File: src/tbu_it_params.svh
/*
 Offsets, field positions, widths and reset values of the integration
 register bank. Assumes it is included by bare name wherever needed.
*/
`ifndef TBU_IT_PARAMS_SVH
`define TBU_IT_PARAMS_SVH

// Byte addresses on the register bus
`define OFS_IT_ENABLE 16'h8e20
`define OFS_IT_OUTPUT 16'h8e24
`define OFS_IT_INPUT 16'h8e28
`define OFS_IRQ_STATUS 16'h8e30
`define OFS_IRQ_MASK 16'h8e34
`define OFS_SNP_ADDR_LO 16'h8e38
`define OFS_SNP_ADDR_HI 16'h8e3c
`define OFS_SNP_ATTR 16'h8e40

// Field positions
`define BIT_IT_ENABLE 0
`define BIT_DRV_PMU_IRQ 4
`define BIT_DRV_SNAP_ACK 3
`define BIT_DRV_FAULT_IRQ 2
`define BIT_DRV_ERR_IRQ 1
`define BIT_DRV_CRIT_IRQ 0
`define BIT_IN_SNAP_REQ 0
`define EVT_SNAP_REQ 0
`define EVT_SNOOP 1
`define EVT_BUS_ERR 2
`define SNP_TYPE_LSB 0
`define SNP_PROT_LSB 4

// Widths
`define DRV_WIDTH 5
`define EVT_WIDTH 3
`define SNP_ADDR_W 52
`define SNP_TYPE_W 4
`define SNP_PROT_W 3
`define APB_ADDR_W 16

// Reset values
`define RST_IT_ENABLE 1'h0
`define RST_IT_OUTPUT 5'h00
`define RST_IRQ_STATUS 3'h0
`define RST_IRQ_MASK 3'h0

`endif

File: src/tbu_it_pkg.sv
/*
 Types shared by the integration register bank and its two helpers.
 Assumes tbu_it_params.svh is reachable on the include path.
*/
package tbu_it_pkg;
`include "tbu_it_params.svh"

   typedef enum logic [0:0] {
      SNP_READY = 1'b0,
      SNP_HELD = 1'b1
   } snoop_state_e;

   typedef struct packed {
      logic [1:0] stage;
   } sync_s;

   typedef struct packed {
      snoop_state_e state;
      logic taken;
      logic [`SNP_ADDR_W-1:0] addr;
      logic [`SNP_TYPE_W-1:0] kind;
      logic [`SNP_PROT_W-1:0] prot;
   } snoop_s;

   typedef struct packed {
      logic itEnable;
      logic [`DRV_WIDTH-1:0] itDrive;
      logic [`EVT_WIDTH-1:0] irqStatus;
      logic [`EVT_WIDTH-1:0] irqMask;
      logic snapPrev;
      logic irq;
      logic [31:0] prdata;
      logic pslverr;
   } regs_s;
endpackage

File: src/bit_sync.sv
/*
 Two-stage synchroniser for one level from outside the clock domain.
 Assumes the input is a level that stays put for several clocks.
*/
`timescale 1ns/10ps
module bit_sync
   import tbu_it_pkg::*;
(
   input wire logic clock,
   input wire logic rst,
   input wire logic asyncIn,
   output logic syncOut
);
   sync_s q_q;
   sync_s q_d;

   // First stage feeds only the second stage
   always_comb begin
      q_d = q_q;
      q_d.stage = {q_q.stage[0], asyncIn};
   end

   always_ff @(posedge clock or posedge rst) begin
      if (rst) begin
         q_q <= '0;
      end else begin
         q_q <= q_d;
      end
   end

   assign syncOut = q_q.stage[1];
endmodule

File: src/snoop_sink.sv
/*
 Accepts the snoop address channel of the walk and snoop interface and
 holds the last snoop taken. Assumes the sender follows valid/ready rules.
*/
`timescale 1ns/10ps
`include "tbu_it_params.svh"
module snoop_sink
   import tbu_it_pkg::*;
(
   input wire logic clock,
   input wire logic rst,
   input wire logic acvalid,
   output logic acready,
   input wire logic [`SNP_ADDR_W-1:0] acaddr,
   input wire logic [`SNP_TYPE_W-1:0] acsnoop,
   input wire logic [`SNP_PROT_W-1:0] acprot,
   output logic snoopTaken,
   output logic [`SNP_ADDR_W-1:0] snoopAddr,
   output logic [`SNP_TYPE_W-1:0] snoopType,
   output logic [`SNP_PROT_W-1:0] snoopProt
);
   snoop_s s_q;
   snoop_s s_d;
   logic handshake;

   assign acready = (s_q.state == SNP_READY);
   assign handshake = acvalid && acready;

   // One hold cycle after each snoop gives the consumer time to see it
   always_comb begin
      s_d = s_q;
      s_d.taken = 1'b0;
      case (s_q.state)
         SNP_READY: begin
            if (handshake) begin
               s_d.addr = acaddr;
               s_d.kind = acsnoop;
               s_d.prot = acprot;
               s_d.taken = 1'b1;
               s_d.state = SNP_HELD;
            end
         end
         SNP_HELD: s_d.state = SNP_READY;
         default: s_d.state = SNP_READY;
      endcase
   end

   always_ff @(posedge clock or posedge rst) begin
      if (rst) begin
         s_q <= '0;
      end else begin
         s_q <= s_d;
      end
   end

   assign snoopTaken = s_q.taken;
   assign snoopAddr = s_q.addr;
   assign snoopType = s_q.kind;
   assign snoopProt = s_q.prot;
endmodule

File: src/tbu_integration_regs.sv
/*
 Integration-test register bank of the translation buffer unit, an APB
 slave. In integration mode software drives the interrupt and snapshot
 acknowledge outputs and reads the snapshot request input; otherwise the
 functional logic drives them. Assumes the functional inputs come from
 logic on the same clock and the snapshot request may come from outside.
*/
// Our own choice: the APB slave port.
`timescale 1ns/10ps
`include "tbu_it_params.svh"
module tbu_integration_regs
   import tbu_it_pkg::*;
#(
   parameter int PADDR_W = `APB_ADDR_W
)(
   input wire logic clock,
   input wire logic rst,
   input wire logic psel,
   input wire logic penable,
   input wire logic pwrite,
   input wire logic [PADDR_W-1:0] paddr,
   input wire logic [31:0] pwdata,
   input wire logic [3:0] pstrb,
   input wire logic [2:0] pprot,
   output logic [31:0] prdata,
   output logic pready,
   output logic pslverr,
   input wire logic funcPmuIrq,
   input wire logic funcSnapAck,
   input wire logic funcFaultIrq,
   input wire logic funcErrIrq,
   input wire logic funcCritIrq,
   output logic pmuIrq,
   output logic snapAck,
   output logic faultIrq,
   output logic errIrq,
   output logic critIrq,
   input wire logic snapReq,
   output logic snapReqSync,
   input wire logic acvalid,
   output logic acready,
   input wire logic [`SNP_ADDR_W-1:0] acaddr,
   input wire logic [`SNP_TYPE_W-1:0] acsnoop,
   input wire logic [`SNP_PROT_W-1:0] acprot,
   output logic snoopTaken,
   output logic [`SNP_ADDR_W-1:0] snoopAddr,
   output logic [`SNP_TYPE_W-1:0] snoopType,
   output logic [`SNP_PROT_W-1:0] snoopProt,
   output logic blockIrq
);
   // Offsets need 16 address bits; the bus carries no more than 32
   // On a wider bus the upper address bits must be zero to hit a register
   generate
      if (PADDR_W < 16 || PADDR_W > 32) begin : g_bad_width
         $error("PADDR_W must lie between 16 and 32");
      end
   endgenerate

   // All bank state sits in one struct; r_d is its next value
   regs_s r_q;
   regs_s r_d;
   logic setup;
   logic access;
   logic wrAcc;
   logic hit;
   logic [31:0] rdMux;
   logic [`DRV_WIDTH-1:0] funcVec;
   logic [`DRV_WIDTH-1:0] outVec;
   logic [`EVT_WIDTH-1:0] events;
   logic sampledIn;
   logic [PADDR_W-1:0] addr;

   // Snapshot request may arrive from another block's timing
   bit_sync u_snap_sync (
      .clock(clock),
      .rst(rst),
      .asyncIn(snapReq),
      .syncOut(snapReqSync)
   );

   // Snoops are accepted and recorded; this block sends no snoop response
   snoop_sink u_snoop (
      .clock(clock),
      .rst(rst),
      .acvalid(acvalid),
      .acready(acready),
      .acaddr(acaddr),
      .acsnoop(acsnoop),
      .acprot(acprot),
      .snoopTaken(snoopTaken),
      .snoopAddr(snoopAddr),
      .snoopType(snoopType),
      .snoopProt(snoopProt)
   );

   // Bus phases; pprot is accepted but grants no extra privilege
   assign addr = paddr;
   assign setup = psel && !penable;
   assign access = psel && penable;
   // Writes are dropped after an error so an unmapped offset changes only the bus error status bit
   assign wrAcc = access && pwrite && !r_q.pslverr;
   // No wait states: read data and error are already latched in setup
   assign pready = 1'b1;

   // Integration input reads zero outside integration mode
   assign sampledIn = r_q.itEnable && snapReqSync;

   // Address decode and read data, latched in the setup cycle
   // Reserved bits read zero; an unmapped offset clears hit and flags an error
   always_comb begin
      hit = 1'b1;
      rdMux = 32'h0000_0000;
      case (addr)
         PADDR_W'(`OFS_IT_ENABLE): rdMux[`BIT_IT_ENABLE] = r_q.itEnable;
         PADDR_W'(`OFS_IT_OUTPUT): rdMux[`DRV_WIDTH-1:0] = r_q.itDrive;
         PADDR_W'(`OFS_IT_INPUT): rdMux[`BIT_IN_SNAP_REQ] = sampledIn;
         PADDR_W'(`OFS_IRQ_STATUS): rdMux[`EVT_WIDTH-1:0] = r_q.irqStatus;
         PADDR_W'(`OFS_IRQ_MASK): rdMux[`EVT_WIDTH-1:0] = r_q.irqMask;
         PADDR_W'(`OFS_SNP_ADDR_LO): rdMux = snoopAddr[31:0];
         PADDR_W'(`OFS_SNP_ADDR_HI): rdMux[`SNP_ADDR_W-33:0] = snoopAddr[`SNP_ADDR_W-1:32];
         PADDR_W'(`OFS_SNP_ATTR): begin
            rdMux[`SNP_TYPE_LSB +: `SNP_TYPE_W] = snoopType;
            rdMux[`SNP_PROT_LSB +: `SNP_PROT_W] = snoopProt;
         end
         default: hit = 1'b0;
      endcase
   end

   // Events: snapshot request rise, snoop taken, bus error
   assign events[`EVT_SNAP_REQ] = snapReqSync && !r_q.snapPrev;
   assign events[`EVT_SNOOP] = snoopTaken;
   assign events[`EVT_BUS_ERR] = access && r_q.pslverr;

   // Register bank next state
   // Writes need byte lane 0 because every writable field sits in the low byte
   always_comb begin
      r_d = r_q;
      // Previous synchronised level feeds the rise detector
      r_d.snapPrev = snapReqSync;
      // Read data and error are fixed in setup and stand through access
      if (setup) begin
         r_d.prdata = pwrite ? 32'h0000_0000 : rdMux;
         r_d.pslverr = !hit;
      end
      if (wrAcc && pstrb[0]) begin
         case (addr)
            PADDR_W'(`OFS_IT_ENABLE): begin
               r_d.itEnable = pwdata[`BIT_IT_ENABLE];
            end
            PADDR_W'(`OFS_IT_OUTPUT): begin
               // Bits above the drive field are dropped as software must leave them zero
               r_d.itDrive = pwdata[`DRV_WIDTH-1:0];
            end
            PADDR_W'(`OFS_IRQ_STATUS): begin
               r_d.irqStatus = r_q.irqStatus & ~pwdata[`EVT_WIDTH-1:0];
            end
            PADDR_W'(`OFS_IRQ_MASK): r_d.irqMask = pwdata[`EVT_WIDTH-1:0];
            default: r_d.irqMask = r_q.irqMask;
         endcase
      end
      // A new event wins over a write-one-to-clear in the same cycle
      r_d.irqStatus = r_d.irqStatus | events;
      r_d.irq = |(r_d.irqStatus & r_d.irqMask);
   end

   // The only clock and the only reset of the bank
   // Reset leaves the bank in functional mode with no event pending
   always_ff @(posedge clock or posedge rst) begin
      if (rst) begin
         r_q <= '0;
         r_q.itEnable <= `RST_IT_ENABLE;
         r_q.itDrive <= `RST_IT_OUTPUT;
         r_q.irqStatus <= `RST_IRQ_STATUS;
         r_q.irqMask <= `RST_IRQ_MASK;
      end else begin
         r_q <= r_d;
      end
   end

   // Output steering is kept combinational so functional interrupts add no latency
   // Drive bits written while the mode is off are kept but have no effect
   assign funcVec = {funcPmuIrq, funcSnapAck, funcFaultIrq, funcErrIrq, funcCritIrq};
   assign outVec = r_q.itEnable ? r_q.itDrive : funcVec;
   assign pmuIrq = outVec[`BIT_DRV_PMU_IRQ];
   assign snapAck = outVec[`BIT_DRV_SNAP_ACK];
   assign faultIrq = outVec[`BIT_DRV_FAULT_IRQ];
   assign errIrq = outVec[`BIT_DRV_ERR_IRQ];
   assign critIrq = outVec[`BIT_DRV_CRIT_IRQ];

   // Bus answers and the interrupt come straight from flops
   assign prdata = r_q.prdata;
   assign pslverr = r_q.pslverr;
   assign blockIrq = r_q.irq;

   logic wrEn;
   logic wrOut;
   logic rdIn;
   logic rdEn;
   logic rdOut;
   logic wrStatus;
   logic wrMask;
   // Decoded strobes used only by the checks below
   assign wrEn = wrAcc && pstrb[0] && addr == PADDR_W'(`OFS_IT_ENABLE);
   assign wrOut = wrAcc && pstrb[0] && addr == PADDR_W'(`OFS_IT_OUTPUT);
   assign rdIn = setup && !pwrite && addr == PADDR_W'(`OFS_IT_INPUT);
   assign rdEn = setup && !pwrite && addr == PADDR_W'(`OFS_IT_ENABLE);
   assign rdOut = setup && !pwrite && addr == PADDR_W'(`OFS_IT_OUTPUT);
   assign wrStatus = wrAcc && pstrb[0] && addr == PADDR_W'(`OFS_IRQ_STATUS);
   assign wrMask = wrAcc && pstrb[0] && addr == PADDR_W'(`OFS_IRQ_MASK);
endmodule

File: config.mk
export PLATFORM = sky130hd
export DESIGN_NAME = tbu_integration_regs
export DESIGN_NICKNAME = d
export VERILOG_FILES = /design/src/tbu_it_pkg.sv /design/src/bit_sync.sv /design/src/snoop_sink.sv /design/src/tbu_integration_regs.sv
export VERILOG_INCLUDE_DIRS = /design/src
export SDC_FILE = /design/constraint.sdc
export NUM_CORES = 1
export LEC_CHECK = 0
export BUFFER_PORTS_ARGS = -buffer_cell sky130_fd_sc_hd__buf_2
export CORE_MARGIN = 2
export CORE_UTILIZATION = 47
export DETAILED_ROUTE_END_ITERATION = 10
export HOLD_SLACK_MARGIN = 0.05
export PLACE_DENSITY = 0.8
export SKIP_LAST_GASP = 1
export SYNTH_ARGS = -nofsm -noshare
export SYNTH_HDL_FRONTEND = slang
export SYNTH_SLANG_ARGS = --single-unit
File: constraint.sdc
create_clock -name clock -period 4.15 [get_ports clock]
set_clock_uncertainty 0.1 [all_clocks]
set_input_delay 0.6225 -clock clock [delete_from_list [all_inputs] [get_ports clock]]
set_output_delay 0.6225 -clock clock [all_outputs]
set_load 0.1 [all_outputs]
==> summary.md, run 1 <==
| Metric | Value |
|---|---|
| Critical Path End Type | `register` |
| Yosys warnings | `0` |
| Resize count post-CTS | `0` |
| Post-synthesis sequential area ratio | `55.5%` |
| Port bufs | `193` |
| Max Cap Viol | `0` |
| Reg2reg start | `u_snoop.s_q[60]` |
| Hpwl dp | `8.87 mm` |
| Chip width | `106 um` |
| CP Max Fanout | `13` |
| Mapped Cells | `396` |
| Power share of the sequential group | `42.1%` |
| Synth cell types | `48` |
| Post-Syn Nets | `522` |
| Mean Syn Cell Area | `12.4 um2` |
| Setup CP Type | `in -> reg` |
| Met2 WL | `5.85 mm` |
| Slowest CP cell | `nor3b_2` |
| RSZ-0062 raised after global routing | `no` |
| Ys flop type | `dfrtp_1` |
| Avg WL per Cell | `17.5 um` |
| Sw Share | `43.4%` |
| NetSw | `0.00126 W` |
| Worst-margin pin slew | `0.915 ns` |
| Yosys top cell area share | `55.5%` |
| Clock Sink Count | `109` |
| Mapped Area | `0.00492 mm2` |
| Met3 wire length | `875 um` |
| Ys async rst share | `100%` |
| Maximum number of pins on one net before global-route repair | `61` |
| Ports | `228` |
| Pins over their slew limit | `0` |
| Non-filler cells, final | `692` |
| GRT Overall Usage | `21.9%` |
| N_diodes | `0` |
| Slew headroom | `37.4%` |
| Worst Setup SP | `paddr[13]` |
| GP Congestion | `0.905` |
| Top Metal Used | `met4` |
| Final WS setup | `1.54 ns` |
| Post-synth EDFFs | `0` |
| Initial DRC count | `262` |
| Share of cells above drive strength 1 | `52.9%` |
| Setup slack at placement | `1.09 ns` |
| Clock group share of total power | `22.4%` |
| Final worst path period share | `62.9%` |
| Clk_lat worst skew | `0.36 ns` |
| Remaining DRCs | `0` |
| Htree depth | `3` |
| Leakage power | `2.87 nW` |
| Die ar. | `0.0113 mm2` |
| Antenna violations before repair | `0` |
| Clk buf depth | `2` |
| Root Buffer | `clkbuf_8` |
| Global-route wire length before repair | `19.3 mm` |
| #FFs+latches synth | `109` |
| Total of fill cells in the finished design | `873` |
| Max IR drop VDD | `0.299 mV` |
| Final setup TNS | `0 ns` |
| Setup repair bufs after CTS | `0` |
| CTS tree | `yes` |
| Post-route minimum period | `2.61 ns` |
| Max Clock Freq | `383 MHz` |
| Synth area leader | `dfrtp_1` |
| Largest cells by area after synthesis | `dfrtp_1, mux2_2, buf_4` |
| CP required | `4.35 ns` |
| GRT overflow | `0` |
| First-pass DRT Iterations | `5` |
| Power, Total | `0.00291 W` |
| Placed insts | `677` |
| Post-CTS Hold Buffers | `0` |
| Number of buffers created by CTS | `9` |
| Hold Path Class | `in -> async` |
| Critical-path cell list | `buf_2 -> or4b_4 -> nor3_1 -> nor3b_2 -> a22oi_1 -> o21ai_1` |
| Die Ht | `106 um` |
| Post-route ant nets | `0` |
| Status | `completed` |
| Layout area overhead | `21.7%` |
| Wire length on met1 | `5.07 mm` |
| DRT Wirelength | `12.1 mm` |
| Final Setup Violations | `0` |
| Worst-path clk slew | `0.10 ns` |
| Crit start category | `input pin` |
| Synth top cells by count | `dfrtp_1, mux2_2, buf_4, nand2_1, o21ai_1` |
| PwrDens | `486 mW/mm2` |
| Core area | `0.0102 mm2` |
| Pint | `0.00165 W` |
| Count leader, synth | `dfrtp_1` |
| FP Rows | `37` |
| Layout net count | `678` |
| Final hold violation count | `0` |
| Vias post-DR | `3,743` |
| Initial Utilization | `48.0%` |
| Part of the power in combinational logic | `35.6%` |
| Max incr delay on CP | `0.80 ns` |
| WP data arrival | `2.81 ns` |
| Vias in the first global route | `3,795` |
| Drt via density | `5.41` |
==> critical path, delay by kind of cell <==
family / cells / cell delay [ns]
compound gates: 2 / 0.39
buf+inv: 1 / 0.11
simple gates: 3 / 1.68
==> worst paths after layout <==
kind,end,slack (ns),cells past startpoint
min in group clock,u_snap_sync.q_q[1],0.26,0
worst max-delay path,prdata[16],1.54,6
worst min-delay path,u_snoop.snoopAddr[23],0.18,2
max in group asynchronous,u_snoop.snoopAddr[35],2.90,3
worst min register to register,u_snap_sync.q_q[1],0.26,0
worst max register to register,u_snoop.snoopAddr[45],2.27,3
==> layout by cell type, fill, tap and decap left out, types with 2 or more instances in the layout <==
cell type / n
buf_2: 193
dfrtp_1: 109
mux2_2: 68
nand2_1: 32
o21ai_1: 21
a22oi_1: 17
a22o_1: 12
clkbuf_8: 11
nand3_1: 7
a21oi_1: 7
nor2_1: 6
mux2_1: 6
buf_4: 5
mux2i_1: 4
o31ai_1: 3
nor2b_1: 3
nor4b_1: 3
nand2b_1: 3
nor3_1: 3
a222oi_1: 3
and4b_1: 2
and3_1: 2
nor4_1: 2
nor3b_2: 2
or2_2: 2
nor4_2: 2
clkinv_2: 2
==> cell families after synthesis <==
group / share of synthesized area (%)
buffers and inverters: 6.74
other: 0.0763
AOI/OAI and AO/OA: 9.90
DFF: 55.5
muxes: 18.2
and+or+nand+nor: 9.57
==> flip-flops by register name, indices dropped and copies added (netlist names) <==
signal             cells
blockIrq               1
prdata                32
pslverr                1
r_q                   13
u_snap_sync.q_q        2
u_snoop.s_q            1
u_snoop.snoopAddr     52
u_snoop.snoopProt      3
u_snoop.snoopType      4
==> per-stage QoR <==
| step | area, um2 | utilization [%] | hold slack, ns |
|---|---|---|---|
| 2_1_floorplan | 4920 | - | 0.231 |
| 3_3_place_gp | 5780 | 56.5 | 0.234 |
| 3_5_place_dp | 5780 | 56.5 | 0.237 |
| 4_1_cts | 5980 | 58.5 | 0.190 |
| 5_1_grt | 5980 | 58.5 | 0.213 |
| 6_report | 5980 | 58.5 | 0.183 |
==> cell type report <==
| cell class | instances | area [um2] | share of cell area [%] |
|---|---|---|---|
| Sequential cell | 109 | 2730 | 45.6 |
| Timing Repair Buffer | 198 | 1000 | 16.8 |
| Clock buffer | 11 | 151 | 2.53 |
| Tap cell | 136 | 170 | 2.84 |
| Multi-Input combinational cell | 232 | 1870 | 31.3 |
| Inverter | 2 | 10.0 | 0.167 |
| Clock inverter | 4 | 47.5 | 0.795 |
==> power by group through the flow <==
stage	Combinational (W)	Sequential [W]	Clock, W
after floorplan	0.000199	0.00188	0
after global placement	0.00103	0.00124	0
after detailed placement	0.00104	0.00124	0
after CTS	0.00104	0.00122	0.000666
after global routing	0.00107	0.00124	0.000713
final	0.00104	0.00122	0.000651
==> routing by layer <==
layer / global-route usage [%] / up-vias
li1: - / 1724
met1: 29.9 / 1845
met2: 34.8 / 149
met3: 3.92 / 25
met4: 8.93 / 0
met5: 0 / -
Power figures use the tool's default switching activity.
==> inputs of run 2 (changes only) <==
CORE_UTILIZATION = 42   (was 47)
PLACE_DENSITY = 0.76   (was 0.8)
clock period = 2.13 ns   (was 4.15 ns; I/O delays follow)
==> run 2 against run 1 <==
Effect of this change:
- flip-flop and latch count unchanged
- via count increased by 2.3%
- clock power increased to 2.7 times the previous value
- critical endpoint is now blockIrq
- largest cell class unchanged
==> summary.md, run 2 (synthesized netlist as in run 1, its figures left out) <==
| Metric | Value |
|---|---|
| Status | `completed` |
| Pins over their slew limit | `0` |
| Final hold violation count | `0` |
| Worst-margin pin slew | `0.553 ns` |
| Most frequent cells in the layout | `buf_2, dfrtp_1, mux2_2, nand2_1, buf_4` |
| Clk buf depth | `2` |
| NetSw | `0.00255 W` |
| Pint | `0.00362 W` |
| First-pass DRT Iterations | `5` |
| Remaining DRCs | `0` |
| CP Max Fanout | `5` |
| Layout net count | `709` |
| Global-route wire length before repair | `20.6 mm` |
| CP Buf/Inv Count | `1` |
| Clock Sink Count | `109` |
| Final core utilization | `56.2%` |
| Final WS setup | `0.147 ns` |
| Critical-path cell list | `buf_2 -> or4b_4 -> or3_4 -> o31ai_1 -> a22oi_1 -> a221o_1` |
| Share of cells above drive strength 1 | `56.0%` |
| Maximum number of pins on one net before global-route repair | `61` |
| Vias in the first global route | `4,000` |
| Slew headroom | `63.1%` |
| Fin area | `0.00642 mm2` |
| PwrDens | `961 mW/mm2` |
| Resize count post-CTS | `0` |
| Post-route ant nets | `0` |
| Sw Share | `41.3%` |
| Part of the power in combinational logic | `33.2%` |
| GRT Overall Usage | `20.4%` |
| Core area | `0.0114 mm2` |
| CTS tree | `yes` |
| Layout area overhead | `30.6%` |
| Hpwl dp | `9.44 mm` |
| DRT Wirelength | `12.5 mm` |
| Chip width | `112 um` |
| N_diodes | `0` |
| WP data arrival | `2.11 ns` |
| Commonest non-fill, non-tap cell in the layout | `buf_2` |
| FP Rows | `39` |
| Final Setup Violations | `0` |
| Ports | `228` |
| Antenna violations before repair | `0` |
| Max reg flops | `52` |
| Final setup TNS | `0 ns` |
| Placed insts | `713` |
| Setup slack at placement | `-0.192 ns` |
| Crit start category | `input pin` |
| Initial DRC count | `213` |
| RSZ-0062 raised after global routing | `no` |
| Max IR drop VDD | `0.564 mV` |
| Post-route minimum period | `1.98 ns` |
| GRT overflow | `0` |
| Vias post-DR | `3,828` |
| Die ar. | `0.0126 mm2` |
| Clk_lat worst skew | `0.35 ns` |
| CP top delay family | `simple AND/OR/NAND/NOR gates` |
| Avg WL per Cell | `17.2 um` |
| Setup CP Type | `in -> reg` |
| Leakage power | `3.08 nW` |
| Htree depth | `3` |
| Slowest CP cell | `or4b_4` |
| Drt via density | `5.24` |
| Worst-path clk slew | `0.07 ns` |
| Max Cap Viol | `0` |
| Port bufs | `193` |
| Final worst path period share | `93.1%` |
| Die Ht | `112 um` |
| CP required | `2.26 ns` |
| Critical Path End Type | `register` |
| Max incr delay on CP | `0.57 ns` |
| Number of buffers created by CTS | `9` |
| Non-filler cells, final | `731` |
| Max Clock Freq | `504 MHz` |
| Cell Area, Placed | `0.00609 mm2` |
| Power share of the sequential group | `38.7%` |
| Hold Path Class | `in -> reg` |
| Initial Utilization | `43.1%` |
| Total of fill cells in the finished design | `975` |
| Root Buffer | `clkbuf_16` |
| GP Congestion | `0.887` |
| Clock group share of total power | `28.0%` |
run 2: cell types whose count changed in the layout (fill, tap and decap cells not counted), sizes merged:
cell and delta:
buf +29, clkinv +1, clkinvlp +1, dlygate4sd3 +2, inv -1
run 2: worst reg2reg max path: stages (launching register included):
cell     delay [ns]
dfrtp_2        0.44
and4b_1        0.30
nand2_1        0.14
o31ai_1        0.35
a22oi_1        0.13
a221o_1        0.29
run 2: power by group through the flow:
stage | combinational (W) | sequential, W | clock (W)
after detailed placement | 0.00206 | 0.00243 | 0
after global placement | 0.00204 | 0.00242 | 0
after CTS | 0.00206 | 0.00239 | 0.00176
after global routing | 0.00212 | 0.00242 | 0.00185
final | 0.00205 | 0.00239 | 0.00173
after floorplan | 0.000388 | 0.00367 | 0
run 2: routing by layer:
metal / wire (um) / track usage, % / vias up
met4: 256 / 7.40 / 0
li1: - / - / 1786
met3: 652 / 3.62 / 23
met2: 6070 / 33.3 / 137
met5: 0 / 0 / -
met1: 5560 / 27.6 / 1882
run 2: final timing paths:
path | from | to | slack [ns] | cells after the start
max | paddr[13] | blockIrq | 0.15 | 6
min | pwdata[4] | r_q[45] | 0.09 | 2
max reg2reg | pslverr | blockIrq | 0.27 | 5
min reg2reg | u_snap_sync.q_q[0] | u_snap_sync.q_q[1] | 0.25 | 0
max in group asynchronous | rst | u_snoop.snoopAddr[51] | 0.82 | 4
min in group asynchronous | rst | u_snoop.snoopProt[0] | 0.47 | 3
run 2: layout make-up:
cell class / instances / area (um2) / area share (%)
Clock buffer: 11 / 253 / 3.94
Clock inverter: 5 / 57.6 / 0.897
Inverter: 2 / 15.0 / 0.234
Multi-Input combinational cell: 232 / 1880 / 29.3
Sequential cell: 109 / 2730 / 42.5
Tap cell: 143 / 179 / 2.79
Timing Repair Buffer: 229 / 1300 / 20.3
run 2: stage by stage:
step | total power, W | hold WS (ns)
2_1_floorplan | 0.00406 | 0.231
3_3_place_gp | 0.00446 | 0.235
3_5_place_dp | 0.00449 | 0.237
4_1_cts | 0.00622 | 0.0817
5_1_grt | 0.00639 | 0.0867
6_report | 0.00617 | 0.0921
run 2: repair_timing:
action	in CTS	in global routing
hold endpoints to repair	21	0
setup buffers	0	0
hold buffers	2	0
